`config.mk`:
```
export PLATFORM = sky130hd
export DESIGN_NAME = hfrx_cfg_regs
export DESIGN_NICKNAME = d
export VERILOG_FILES = /design/src/core/hfrx_cfg_pkg.sv /design/src/core/hfrx_cfg_regs.sv
export SDC_FILE = /design/constraint.sdc
export NUM_CORES = 1
export LEC_CHECK = 0
export BUFFER_PORTS_ARGS = -buffer_cell sky130_fd_sc_hd__buf_2
export CORE_MARGIN = 3
export CORE_UTILIZATION = 57
export CTS_BUF_LIST = sky130_fd_sc_hd__clkbuf_2 sky130_fd_sc_hd__clkbuf_4 sky130_fd_sc_hd__clkbuf_8
export DETAILED_ROUTE_END_ITERATION = 16
export HOLD_SLACK_MARGIN = 0.03
export PLACE_DENSITY_LB_ADDON = 0.08
export SKIP_LAST_GASP = 1
export SLEW_MARGIN = 20
export SYNTH_ARGS = -nofsm -noshare
export SYNTH_HDL_FRONTEND = slang
export SYNTH_SLANG_ARGS = --single-unit
export TNS_END_PERCENT = 50
```
`constraint.sdc`:
```
create_clock -name sys_clk_in -period 2.9 [get_ports sys_clk_in]
set_input_delay 0.145 -clock sys_clk_in [delete_from_list [all_inputs] [get_ports sys_clk_in]]
set_output_delay 0.145 -clock sys_clk_in [all_outputs]
set_load 0.05 [all_outputs]
```
`src/core/hfrx_cfg_pkg.sv`:
```
// constants for the receiver configuration register bank
package hfrx_cfg_pkg;
    // ------------------------------------------------------------
    // register offsets (printed offsets are word indices, not byte addresses)
    // ------------------------------------------------------------
    localparam logic [7:0] HFRX_IDX_CONFIG_B = 8'h0b;
    localparam logic [7:0] HFRX_IDX_FIRST_GAIN = 8'h0c;
    localparam logic [7:0] HFRX_IDX_LATER_GAIN = 8'h0d;
    localparam logic [7:0] HFRX_IDX_MASK_TIMER = 8'h0e;
    localparam logic [7:0] HFRX_IDX_COMMAND = 8'h20;
    localparam logic [7:0] HFRX_IDX_STATUS = 8'h21;
    // ------------------------------------------------------------
    // reset values
    // ------------------------------------------------------------
    localparam logic [7:0] HFRX_RST_CONFIG_B = 8'h1a;
    localparam logic [7:0] HFRX_RST_FIRST_GAIN = 8'hd8;
    localparam logic [7:0] HFRX_RST_LATER_GAIN = 8'h00;
    localparam logic [7:0] HFRX_RST_MASK_TIMER = 8'h08;
    // ------------------------------------------------------------
    // field positions
    // ------------------------------------------------------------
    localparam int HFRX_BIT_LOW_POWER = 7;
    localparam int HFRX_BIT_LF_SPLIT = 6;
    localparam int HFRX_BIT_LF_ENABLE = 5;
    localparam int HFRX_BIT_AGC_ENABLE = 4;
    localparam int HFRX_BIT_AGC_MODE = 3;
    localparam int HFRX_BIT_AGC_ALG = 2;
    localparam int HFRX_BIT_SQUELCH_DYN = 1;
    localparam int HFRX_BIT_MIXER_CLK = 0;
    localparam int HFRX_BIT_CLIP = 1;
    localparam int HFRX_BIT_PEER_GAIN = 0;
    localparam int HFRX_BIT_CMD_SET_DEFAULT = 0;
    localparam int HFRX_BIT_CMD_RESET_GAIN = 1;
    localparam logic [3:0] HFRX_LATER_GAIN_MAX = 4'ha;
    localparam logic [3:0] HFRX_PEER_LATER_GAIN = 4'h2;
    // ------------------------------------------------------------
    // timing: times in ps, turned into whole sys clock cycles
    // ------------------------------------------------------------
    localparam int HFRX_CLK_PERIOD_NS = 20;
    localparam int HFRX_SQUELCH_DELAY_PS = 18880000;
    localparam int HFRX_SQUELCH_DELAY_CYC =
        (HFRX_SQUELCH_DELAY_PS + HFRX_CLK_PERIOD_NS * 1000 - 1) / (HFRX_CLK_PERIOD_NS * 1000);
    localparam int HFRX_MASK_STEP_PS = 4720000;
    localparam int HFRX_MASK_STEP_CYC =
        (HFRX_MASK_STEP_PS / (HFRX_CLK_PERIOD_NS * 1000)) < 1 ? 1 :
        (HFRX_MASK_STEP_PS / (HFRX_CLK_PERIOD_NS * 1000));
endpackage : hfrx_cfg_pkg

```
`src/core/hfrx_cfg_regs.sv`:
```
// receiver configuration register bank with apb slave and squelch timing
//
// Notes on behaviour
// (RULE_01) low-power bit selects low-power receiver
// (RULE_02) lf enable feeds lf; split selects routing
// (RULE_03) agc over first pulses or whole frame
// (RULE_04) algorithm bit: preset clear, reset set
// (RULE_05) dynamic squelch from 18.88us to mask end
// (RULE_06) mixer clock source; single-ended forces internal
// (RULE_07) first-stage gain codes: full, cut, boost
// (RULE_08) clip bit limits first two stages
// (RULE_09) peer gain bit forces -6 dB window
// (RULE_10) host restarts receiver after clearing peer bit
// (RULE_11) later-stage gain codes limited to 0h..ah
// (RULE_12) reset-gain command loads later gain downstream
// (RULE_13) defaults at power-up and set-default command
// (RULE_14) mask timer in 64-carrier-period steps
// (RULE_15) registers read back last written value
//
// Chosen here: the APB interface to the registers.
`timescale 1ns/100ps
`default_nettype none
module hfrx_cfg_regs
    import hfrx_cfg_pkg::*;
(
    input wire logic sys_clk_in,
    input wire logic rst_in,
    input wire logic psel_in,
    input wire logic penable_in,
    input wire logic pwrite_in,
    input wire logic [9:0] paddr_in,
    input wire logic [31:0] pwdata_in,
    output logic [31:0] prdata_out,
    output logic pready_out,
    output logic pslverr_out,
    input wire logic tx_end_in,
    input wire logic single_ended_in,
    output logic low_power_receive_out,
    output logic lf_to_amp_out,
    output logic lf_to_phase_out,
    output logic lf_differential_out,
    output logic agc_enable_out,
    output logic agc_full_period_out,
    output logic agc_reset_alg_out,
    output logic squelch_active_out,
    output logic rx_masked_out,
    output logic mixer_internal_out,
    output logic [2:0] amp_first_stage_gain_out,
    output logic [2:0] phase_first_stage_gain_out,
    output logic clip_out,
    output logic max_window_out,
    output logic [3:0] amp_later_stage_gain_out,
    output logic [3:0] phase_later_stage_gain_out
);
    // ------------------------------------------------------------
    // storage
    // ------------------------------------------------------------
    logic [7:0] receiver_config_b_reg;
    logic [7:0] receiver_first_stage_gain_reg;
    logic [7:0] receiver_later_stage_gain_reg;
    logic [7:0] mask_timer_reg;
    logic [7:0] loaded_gain_reg;
    logic sys_tx_end_meta_reg;
    logic sys_tx_end_reg;
    logic tx_end_prev_reg;
    logic se_meta_reg;
    logic se_reg;
    logic [15:0] mask_cnt_reg;
    logic [7:0] step_cnt_reg;
    logic [7:0] mask_steps_reg;
    logic [15:0] sq_cnt_reg;
    logic cmd_seen_reg;

    // apb decode helpers
    logic wr_en;
    logic access;
    logic [7:0] idx;
    logic cmd_default;
    logic cmd_gain;

    // byte address is four times the printed index
    function automatic logic [9:0] hfrx_addr(input logic [7:0] index);
        hfrx_addr = {index, 2'b00};
    endfunction : hfrx_addr

    // clamps a later-stage code into the usable range
    function automatic logic [3:0] hfrx_clamp(input logic [3:0] code);
        hfrx_clamp = (code > HFRX_LATER_GAIN_MAX) ? HFRX_LATER_GAIN_MAX : code;
    endfunction : hfrx_clamp

    assign access = psel_in && penable_in;
    assign wr_en = access && pwrite_in;
    assign idx = paddr_in[9:2];
    assign cmd_default = wr_en && (paddr_in == hfrx_addr(HFRX_IDX_COMMAND))
        && pwdata_in[HFRX_BIT_CMD_SET_DEFAULT];
    assign cmd_gain = wr_en && (paddr_in == hfrx_addr(HFRX_IDX_COMMAND))
        && pwdata_in[HFRX_BIT_CMD_RESET_GAIN];

    // ------------------------------------------------------------
    // pin synchronisers
    // ------------------------------------------------------------
    always_ff @(posedge sys_clk_in) begin
        if (rst_in) begin
            sys_tx_end_meta_reg <= 1'b0;
            sys_tx_end_reg <= 1'b0;
            tx_end_prev_reg <= 1'b0;
            se_meta_reg <= 1'b0;
            se_reg <= 1'b0;
        end else begin
            sys_tx_end_meta_reg <= tx_end_in;
            sys_tx_end_reg <= sys_tx_end_meta_reg;
            tx_end_prev_reg <= sys_tx_end_reg;
            se_meta_reg <= single_ended_in;
            se_reg <= se_meta_reg;
        end
    end

    // ------------------------------------------------------------
    // configuration registers; set-default reloads every one
    // ------------------------------------------------------------
    always_ff @(posedge sys_clk_in) begin
        if (rst_in || cmd_default) begin
            receiver_config_b_reg <= HFRX_RST_CONFIG_B; // RULE_13
            receiver_first_stage_gain_reg <= HFRX_RST_FIRST_GAIN; // RULE_13
            receiver_later_stage_gain_reg <= HFRX_RST_LATER_GAIN; // RULE_13
            mask_timer_reg <= HFRX_RST_MASK_TIMER; // RULE_13
        end else if (wr_en) begin
            // whole bytes only; upper data bits are dropped
            if (idx == HFRX_IDX_CONFIG_B) begin
                receiver_config_b_reg <= pwdata_in[7:0]; // RULE_15
            end else if (idx == HFRX_IDX_FIRST_GAIN) begin
                receiver_first_stage_gain_reg <= pwdata_in[7:0]; // RULE_15
            end else if (idx == HFRX_IDX_LATER_GAIN) begin
                receiver_later_stage_gain_reg <= pwdata_in[7:0]; // RULE_15
            end else if (idx == HFRX_IDX_MASK_TIMER) begin
                mask_timer_reg <= pwdata_in[7:0];
            end
        end
    end

    // ------------------------------------------------------------
    // gain load: a plain write does not reach the later-stage gain outputs
    // ------------------------------------------------------------
    always_ff @(posedge sys_clk_in) begin
        if (rst_in) begin
            loaded_gain_reg <= HFRX_RST_LATER_GAIN;
            cmd_seen_reg <= 1'b0;
        end else begin
            cmd_seen_reg <= cmd_gain;
            if (cmd_gain) begin
                loaded_gain_reg <= receiver_later_stage_gain_reg; // RULE_12
            end
        end
    end

    // ------------------------------------------------------------
    // apb read path, zero wait states
    // ------------------------------------------------------------
    always_ff @(posedge sys_clk_in) begin
        if (rst_in) begin
            prdata_out <= 32'h0000_0000;
            pready_out <= 1'b0;
            pslverr_out <= 1'b0;
        end else begin
            pready_out <= psel_in && !penable_in;
            pslverr_out <= 1'b0;
            prdata_out <= 32'h0000_0000;
            if (psel_in && !penable_in) begin
                if (idx == HFRX_IDX_CONFIG_B) begin
                    prdata_out <= {24'h00_0000, receiver_config_b_reg}; // RULE_15
                end else if (idx == HFRX_IDX_FIRST_GAIN) begin
                    prdata_out <= {24'h00_0000, receiver_first_stage_gain_reg}; // RULE_15
                end else if (idx == HFRX_IDX_LATER_GAIN) begin
                    prdata_out <= {24'h00_0000, receiver_later_stage_gain_reg}; // RULE_15
                end else if (idx == HFRX_IDX_MASK_TIMER) begin
                    prdata_out <= {24'h00_0000, mask_timer_reg};
                end else if (idx == HFRX_IDX_STATUS) begin
                    prdata_out <= {28'h000_0000, loaded_gain_reg[7:4] == 4'h0,
                        rx_masked_out, squelch_active_out, cmd_seen_reg};
                end else if (idx != HFRX_IDX_COMMAND) begin
                    pslverr_out <= 1'b1;
                end
            end
        end
    end

    // ------------------------------------------------------------
    // mask receive timer: counts 64-carrier steps after tx end
    // ------------------------------------------------------------
    always_ff @(posedge sys_clk_in) begin
        if (rst_in) begin
            mask_cnt_reg <= 16'h0000;
            step_cnt_reg <= 8'h00;
            mask_steps_reg <= 8'h00;
        end else if (sys_tx_end_reg && !tx_end_prev_reg) begin
            // codes below 4 behave as 4 steps
            mask_steps_reg <= (mask_timer_reg < 8'h04) ? 8'h04 : mask_timer_reg; // RULE_14
            step_cnt_reg <= 8'h00;
            mask_cnt_reg <= 16'h0001;
        end else if (mask_cnt_reg != 16'h0000) begin
            if (step_cnt_reg == 8'(HFRX_MASK_STEP_CYC - 1)) begin
                step_cnt_reg <= 8'h00;
                if (mask_cnt_reg[7:0] >= mask_steps_reg) begin
                    mask_cnt_reg <= 16'h0000; // RULE_14
                end else begin
                    mask_cnt_reg <= mask_cnt_reg + 16'h0001;
                end
            end else begin
                step_cnt_reg <= step_cnt_reg + 8'h01;
            end
        end
    end

    // ------------------------------------------------------------
    // squelch delay counter from tx end
    // ------------------------------------------------------------
    always_ff @(posedge sys_clk_in) begin
        if (rst_in) begin
            sq_cnt_reg <= 16'h0000;
        end else if (sys_tx_end_reg && !tx_end_prev_reg) begin
            sq_cnt_reg <= 16'h0001;
        end else if (mask_cnt_reg == 16'h0000) begin
            sq_cnt_reg <= 16'h0000;
        end else if (sq_cnt_reg != 16'hffff) begin
            sq_cnt_reg <= sq_cnt_reg + 16'h0001;
        end
    end

    // ------------------------------------------------------------
    // analog control outputs, all registered
    // ------------------------------------------------------------
    always_ff @(posedge sys_clk_in) begin
        if (rst_in) begin
            low_power_receive_out <= 1'b0;
            lf_to_amp_out <= 1'b0;
            lf_to_phase_out <= 1'b0;
            lf_differential_out <= 1'b0;
            agc_enable_out <= 1'b0;
            agc_full_period_out <= 1'b0;
            agc_reset_alg_out <= 1'b0;
            squelch_active_out <= 1'b0;
            rx_masked_out <= 1'b0;
            mixer_internal_out <= 1'b0;
            amp_first_stage_gain_out <= 3'h0;
            phase_first_stage_gain_out <= 3'h0;
            clip_out <= 1'b0;
            max_window_out <= 1'b0;
            amp_later_stage_gain_out <= 4'h0;
            phase_later_stage_gain_out <= 4'h0;
        end else begin
            low_power_receive_out <= receiver_config_b_reg[HFRX_BIT_LOW_POWER]; // RULE_01
            lf_differential_out <= receiver_config_b_reg[HFRX_BIT_LF_ENABLE]
                && !receiver_config_b_reg[HFRX_BIT_LF_SPLIT]; // RULE_02
            lf_to_amp_out <= receiver_config_b_reg[HFRX_BIT_LF_ENABLE]
                && receiver_config_b_reg[HFRX_BIT_LF_SPLIT]; // RULE_02
            lf_to_phase_out <= receiver_config_b_reg[HFRX_BIT_LF_ENABLE]
                && receiver_config_b_reg[HFRX_BIT_LF_SPLIT]; // RULE_02
            agc_enable_out <= receiver_config_b_reg[HFRX_BIT_AGC_ENABLE]; // RULE_03
            agc_full_period_out <= receiver_config_b_reg[HFRX_BIT_AGC_MODE]; // RULE_03
            agc_reset_alg_out <= receiver_config_b_reg[HFRX_BIT_AGC_ALG]; // RULE_04
            // squelch only between delay and mask expiry
            squelch_active_out <= receiver_config_b_reg[HFRX_BIT_SQUELCH_DYN]
                && (mask_cnt_reg != 16'h0000)
                && (sq_cnt_reg >= 16'(HFRX_SQUELCH_DELAY_CYC)); // RULE_05
            rx_masked_out <= (mask_cnt_reg != 16'h0000); // RULE_14
            mixer_internal_out <= receiver_config_b_reg[HFRX_BIT_MIXER_CLK] || se_reg; // RULE_06
            amp_first_stage_gain_out <= receiver_first_stage_gain_reg[7:5]; // RULE_07
            phase_first_stage_gain_out <= receiver_first_stage_gain_reg[4:2]; // RULE_07
            clip_out <= receiver_first_stage_gain_reg[HFRX_BIT_CLIP]; // RULE_08
            max_window_out <= receiver_first_stage_gain_reg[HFRX_BIT_PEER_GAIN]; // RULE_09
            // peer mode overrides the loaded codes; after clearing it the host
            // restarts the receiver (RULE_10)
            if (receiver_first_stage_gain_reg[HFRX_BIT_PEER_GAIN]) begin
                amp_later_stage_gain_out <= HFRX_PEER_LATER_GAIN; // RULE_09
                phase_later_stage_gain_out <= HFRX_PEER_LATER_GAIN; // RULE_09
            end else begin
                amp_later_stage_gain_out <= hfrx_clamp(loaded_gain_reg[7:4]); // RULE_11
                phase_later_stage_gain_out <= hfrx_clamp(loaded_gain_reg[3:0]); // RULE_11
            end
        end
    end

    // ------------------------------------------------------------
    // checks
    // ------------------------------------------------------------
    chk_low_power_follow: assert property (@(posedge sys_clk_in) disable iff (rst_in)
        !$past(rst_in) |->
        low_power_receive_out == $past(receiver_config_b_reg[HFRX_BIT_LOW_POWER]))
        else $error("low power output wrong"); // RULE_01
    chk_lf_routing: assert property (@(posedge sys_clk_in) disable iff (rst_in)
        !(lf_differential_out && lf_to_amp_out))
        else $error("lf routing conflict"); // RULE_02
    chk_agc_mode: assert property (@(posedge sys_clk_in) disable iff (rst_in)
        $rose(receiver_config_b_reg[HFRX_BIT_AGC_MODE]) |=> agc_full_period_out)
        else $error("agc mode not applied"); // RULE_03
    chk_agc_alg: assert property (@(posedge sys_clk_in) disable iff (rst_in)
        $changed(receiver_config_b_reg) |=> agc_reset_alg_out ==
        $past(receiver_config_b_reg[HFRX_BIT_AGC_ALG]))
        else $error("agc algorithm wrong"); // RULE_04
    chk_squelch_delay: assert property (@(posedge sys_clk_in) disable iff (rst_in)
        (sys_tx_end_reg && !tx_end_prev_reg) |=> !squelch_active_out [*1])
        else $error("squelch too early"); // RULE_05
    chk_mixer_single: assert property (@(posedge sys_clk_in) disable iff (rst_in)
        $past(se_reg) |-> mixer_internal_out)
        else $error("mixer not internal in single mode"); // RULE_06
    chk_first_gain: assert property (@(posedge sys_clk_in) disable iff (rst_in)
        !$past(rst_in) |->
        amp_first_stage_gain_out == $past(receiver_first_stage_gain_reg[7:5]))
        else $error("first stage gain wrong"); // RULE_07
    chk_clip_follow: assert property (@(posedge sys_clk_in) disable iff (rst_in)
        !$past(rst_in) |->
        clip_out == $past(receiver_first_stage_gain_reg[HFRX_BIT_CLIP]))
        else $error("clip output wrong"); // RULE_08
    chk_peer_force: assert property (@(posedge sys_clk_in) disable iff (rst_in)
        $past(receiver_first_stage_gain_reg[HFRX_BIT_PEER_GAIN]) |->
        (amp_later_stage_gain_out == HFRX_PEER_LATER_GAIN) && max_window_out)
        else $error("peer gain not forced"); // RULE_09
    chk_later_range: assert property (@(posedge sys_clk_in) disable iff (rst_in)
        amp_later_stage_gain_out <= HFRX_LATER_GAIN_MAX)
        else $error("later gain out of range"); // RULE_11
    chk_gain_load: assert property (@(posedge sys_clk_in) disable iff (rst_in)
        (!cmd_gain && !$past(cmd_gain)) |-> $stable(loaded_gain_reg))
        else $error("gain loaded without command"); // RULE_12
    chk_default_load: assert property (@(posedge sys_clk_in) disable iff (rst_in)
        cmd_default |=> receiver_config_b_reg == HFRX_RST_CONFIG_B)
        else $error("default not loaded"); // RULE_13
    chk_mask_start: assert property (@(posedge sys_clk_in) disable iff (rst_in)
        (sys_tx_end_reg && !tx_end_prev_reg) |=> ##1 rx_masked_out)
        else $error("mask not started"); // RULE_14
    chk_readback: assert property (@(posedge sys_clk_in) disable iff (rst_in)
        (wr_en && idx == HFRX_IDX_CONFIG_B && !cmd_default) |=>
        receiver_config_b_reg == $past(pwdata_in[7:0]))
        else $error("readback mismatch"); // RULE_15
endmodule : hfrx_cfg_regs
`default_nettype wire

```
==> results.tsv, run 1 <==
metric	value	unit
drt_pass1_iterations	5	
htreeDepth	4	
cts_max_path_buffers	2	
cts_made_buffers	17	
synth-seq-cells	129	
p_leak	0.002471	uW
cp-end-kind	flop	
die_height	105.7	microns
placed_area	5984	sq um
setup_viol	0	
power_switching	893.2	uW
max_slew_margin	0.4580	
drive_gt1_frac	0.1634	
dp_hpwl	8568	microns
cts.repair.resized	0	
grt_pass1_vias	4101	
fmax	426.1	MHz
outcome	completed	
pwr-share-comb	0.066	
peakVddDrop	0.0005485	V
syn_area_per_cell	8.975	sq um
ios	109	
fin_setup_tns	0	ns
cts_hold_buf	8	
multi_input_area	2790	sq um
drv_slew	0	
vias_per_cell	5.406	
synth.yosys.seq_area_share	0.4560	
place_ws	0.1904	ns
worst_pin_slew	0.8130	ns
synth_area	5663	sq um
grt-ovfl-total	0	
num_vias	4568	
p_sw_frac	0.2454	
detail-route-antenna-nets	0	
wirelength	12060	microns
synth_edf_count	0	
drt_iter0_markers	250	
insertion_delay	0.43	ns
fin_util	0.6862	
cts_root_buffer	clkbuf_8	
crit_start	step_cnt_reg[0]$_SDFFE_PP0N_	
avgRoutedWirePerCell	14.27	microns
ys_async_sr_fraction	0	
crit_type	flop to flop	
grt_pass1_wl	19530	microns
area_delta_synth_final	14.63	%
rsz0062_at_grt	false	
clockPowerShare	0.442	
initial_core_util	0.5987	
synth_most_common_cell	dfxtp_1	
port-buffer-count	60	
grt_max_degree	32	
skew	0.01186	ns
synth_common_cells	dfxtp_1 (129), nor2_1 (90), nand2_1 (56), a21oi_1 (37), mux2i_1 (35)	
clkSinkCount	129	
grt_usage	0.2175	
die_w	105.7	microns
p_seq_frac	0.492	
antenna_cells	0	
reg2reg_from	step_cnt_reg[0]$_SDFFE_PP0N_	
fin_crit	2.347	ns
crit_path_max_fanout	11	
synth_area_leader_cell	dfxtp_1	
rows	35	
fill_cells	804	
cts_tree	built	
synth_top_area_frac	0.4560	
nNetsFinal	765	
report.power.total	3640	uW
route.detailed.drc	0	
post_cts_buffers	0	
synthCells	631	
start_kind	flop	
synth.distinct_cells	56	
regArea	2582	sq um
hold_path.class	input port to flop	
ys_top_cells_by_area	dfxtp_1 (46%), mux2i_1 (6.2%), nor2_1 (6.0%)	
p_int	2747	uW
p_per_area	560.7	nW/um^2
clkTransAtPathRegs	0.08	ns
core_region_area	9459	sq um
cap_violations	0	
place_congestion	0.8946	
hold_violations	0	
period_share	0.8092	
synth_flop_cell	dfxtp_1	
worstPathRequired	3.17	ns
antenna_found_initial	0	
fin_ws	0.5534	ns
cp_data_arrival_time	2.62	ns
fin_area	6491	sq um
yosys_warnings	0	
dieArea	11170	sq um
hold_start	pwdata_in[0]	
area by class of cell:
type                            instances  area share
Multi-Input combinational cell        456      0.4298
Sequential cell                       129      0.3978
Timing Repair Buffer                   77     0.06901
Clock buffer                           20     0.04144
Tap cell                              129     0.02487
Clock inverter                         12     0.02429
Inverter                               22     0.01272
power by group through the flow:
stage               clock network [uW]  logic, uW  registers [uW]
detailed placement                   0        229            1830
finish                            1610        239            1790
global placement                     0        226            1830
CTS                               1640        237            1790
floorplan                            0        178            1850
global route                      1710        257            1790
cell families (layout without fill, tap and decap cells):
group / Yosys count / in the layout / share of synthesized area
AO/OA/AOI/OAI: 75 / 75 / 0.08528
XOR/XNOR: 27 / 27 / 0.04176
adder cells (fa/ha/maj): 13 / 13 / 0.02872
buffers and inverters: 69 / 131 / 0.06650
flip-flops: 129 / 129 / 0.4560
multiplexers: 35 / 35 / 0.06187
other: 1 / 24 / 0.0006622
AND/OR/NAND/NOR: 282 / 282 / 0.2592
placed cells by master, fill, tap and decap left out, types with 6 or more instances in the layout:
master	n
conb_1	24
and3_1	6
buf_2	60
nor4_1	6
nor2b_1	26
a21oi_1	37
mux2i_1	35
dlygate4sd3_1	8
clkbuf_8	19
nand4_1	12
clkinvlp_4	6
buf_4	9
inv_1	22
o21ai_0	6
xnor2_1	14
xor2_1	13
nand2_1	56
nor2_1	90
nand3_1	27
dfxtp_1	129
ha_1	13
nor3_1	17
per-stage QoR:
| step | cells | hold WS [ns] |
|---|---|---|
| 2_1_floorplan | 654 | 0.2356 |
| 3_3_place_gp | 805 | 0.3530 |
| 3_5_place_dp | 805 | 0.3629 |
| 4_1_cts | 845 | 0.05247 |
| 5_1_grt | 845 | 0.05823 |
| 6_report | 845 | 0.08018 |
routing by layer:
layer | up-vias | part of all wire | track usage
met5 | - | 0 | 0
met4 | 0 | 0.0056 | 0.07308
met3 | 8 | 0.065 | 0.05144
met2 | 142 | 0.45 | 0.3270
met1 | 2137 | 0.48 | 0.3075
li1 | 2281 | - | -
worst max-delay path, stage by stage (launching register included):
cell	delay (ns)
dfxtp_1	0.39
ha_1	0.23
nand4_2	0.16
nor4b_2	0.33
nand2_1	0.26
o21ai_1	0.71
nor2_1	0.12
path summary, 6_finish.rpt:
| path | to | slack, ns | depth (start not counted) |
|---|---|---|---|
| min reg2reg | sys_tx_end_reg$_SDFF_PP0_ | 0.44 | 1 |
| max reg2reg | mask_cnt_reg[5]$_SDFFE_PP0P_ | 0.55 | 6 |
| max | mask_cnt_reg[5]$_SDFFE_PP0P_ | 0.55 | 6 |
| min | receiver_config_b_reg[0]$_SDFFE_PP0P_ | 0.08 | 3 |
Power figures use the tool's default switching activity.
==> run 2, diff against run 1 <==
==> constraint.sdc (replaced) <==
create_clock -name sys_clk_in -period 2.3 [get_ports sys_clk_in]
set_input_delay 0.115 -clock sys_clk_in [delete_from_list [all_inputs] [get_ports sys_clk_in]]
set_output_delay 0.115 -clock sys_clk_in [all_outputs]
set_load 0.05 [all_outputs]
==> results.tsv, run 2 (synthesized netlist as in run 1, its figures left out) <==
metric	value	unit
dp_hpwl	8961	microns
placed_area	6052	sq um
crit_chain	inv_1, ha_1, nand2b_1, a2111oi_4, o211ai_1, or4_1, a31oi_1	
worst_pin_slew	0.8796	ns
hold_path.class	input port to flop	
wirelength	12630	microns
place_congestion	0.8986	
grt-ovfl-total	0	
r2r-end	mask_cnt_reg[4]$_SDFFE_PP0P_	
p_leak	0.002544	uW
antenna_cells	0	
peakVddDrop	0.0006476	V
grt_pass1_wl	20680	microns
core_region_area	9459	sq um
start_kind	flop	
reg2reg_from	mask_cnt_reg[0]$_SDFFE_PP0P_	
fin_setup_tns	0	ns
fin_crit	2.167	ns
drt_pass1_iterations	5	
area_delta_synth_final	16.59	%
crit_type	flop to flop	
ff2ff_path_depth	7	
grt_pass1_vias	4212	
rsz0062_at_grt	false	
fin_area	6603	sq um
initial_core_util	0.5987	
multi_input_area	2805	sq um
ff2ff_setup_slack	0.13	ns
rows	35	
cap_violations	0	
ios	109	
drt_iter0_markers	308	
avgRoutedWirePerCell	14.73	microns
fmax	461.5	MHz
detail-route-antenna-nets	0	
crit_end	mask_cnt_reg[4]$_SDFFE_PP0P_	
outcome	completed	
cts_made_buffers	17	
port-buffer-count	60	
cts_tree	built	
hold_ws	0.1239	ns
die_w	105.7	microns
num_vias	4592	
dieArea	11170	sq um
fin_util	0.6980	
hold_violations	0	
max_slew_margin	0.4136	
final_cell_mix	dfxtp_1 (128), nor2_1 (90), buf_2 (60)	
htreeDepth	4	
drive_gt1_frac	0.1772	
route.detailed.drc	0	
grt_usage	0.2284	
setup_viol	0	
final_common_cell	dfxtp_1	
cts_root_buffer	clkbuf_8	
nNetsFinal	777	
crit_start	mask_cnt_reg[0]$_SDFFE_PP0P_	
skew	0.01248	ns
vias_per_cell	5.358	
fill_cells	769	
clkSinkCount	129	
drv_slew	0	
die_height	105.7	microns
p_per_area	694.9	nW/um^2
grt_max_degree	31	
antenna_found_initial	0	
insertion_delay	0.42	ns
worstPathRequired	2.64	ns
regArea	2584	sq um
slowest_stage	or4_1	
cp_data_arrival_time	2.51	ns
cts_max_path_buffers	2	
clkTransAtPathRegs	0.08	ns
period_share	0.9421	
slowest_delay	0.49	ns
crit_path_max_fanout	5	
cp-end-kind	flop	
run 2: area by class of cell:
| type | count | share of cell area |
|---|---|---|
| well taps | 129 | 0.02445 |
| repair buffers | 89 | 0.08224 |
| flip-flops and latches | 129 | 0.3913 |
| clock buffers | 20 | 0.04074 |
| clock inverters | 12 | 0.02388 |
| inverters | 22 | 0.01251 |
| multi-input cells | 456 | 0.4249 |
run 2: worst min-delay path by stage:
stage / startpoint / to / slack (ns) / cells after the start
floorplan: rst_in / rx_masked_out$_SDFF_PP0_ / 0.21 / 1
global placement: single_ended_in / se_meta_reg$_SDFF_PP0_ / 0.32 / 2
detailed placement: tx_end_in / sys_tx_end_meta_reg$_SDFF_PP0_ / 0.33 / 2
CTS: rst_in / amp_later_stage_gain_out[1]$_SDFF_PP0_ / 0.1 / 2
global route: rst_in / cmd_seen_reg$_SDFF_PP0_ / 0.12 / 2
finish: rst_in / cmd_seen_reg$_SDFF_PP0_ / 0.12 / 2
run 2: per-stage QoR:
stage / setup slack, ns / instances / power (uW)
CTS: 0.01656 / 856 / 4622
floorplan: 0.2296 / 654 / 2562
global placement: 0.1370 / 814 / 2600
global route: 0.007733 / 857 / 4749
finish: 0.1331 / 857 / 4588
detailed placement: 0.006239 / 814 / 2605
run 2: where the power goes:
part	switching, uW	leakage (uW)	internal, uW
clock	871	0.000209	1150
sequential	8.22	0.00104	2250
combinational	237	0.00129	75.9
run 2: metal layers:
metal	vias to the layer above	track usage	wire length (microns)
li1	2299	-	-
met1	2134	0.3237	6077
met2	153	0.3525	5641
met3	6	0.05695	849
met4	0	0.05180	58
met5	-	0	0
run 2: timing repair:
action,CTS,global route
gates resized for setup,1,2
hold endpoints to repair,29,0
hold buffers,10,0
pin swaps,0,2
buffers inserted,0,1
setup endpoints to repair,1,4
run 2: critical path, delay by kind of cell, from the launching register on:
family	cells	cell delay, ns
AOI/OAI and AO/OA	3	0.70
DFF	1	0.37
buffers and inverters	1	0.08
adders and majority gates	1	0.28
and+or+nand+nor	2	0.66
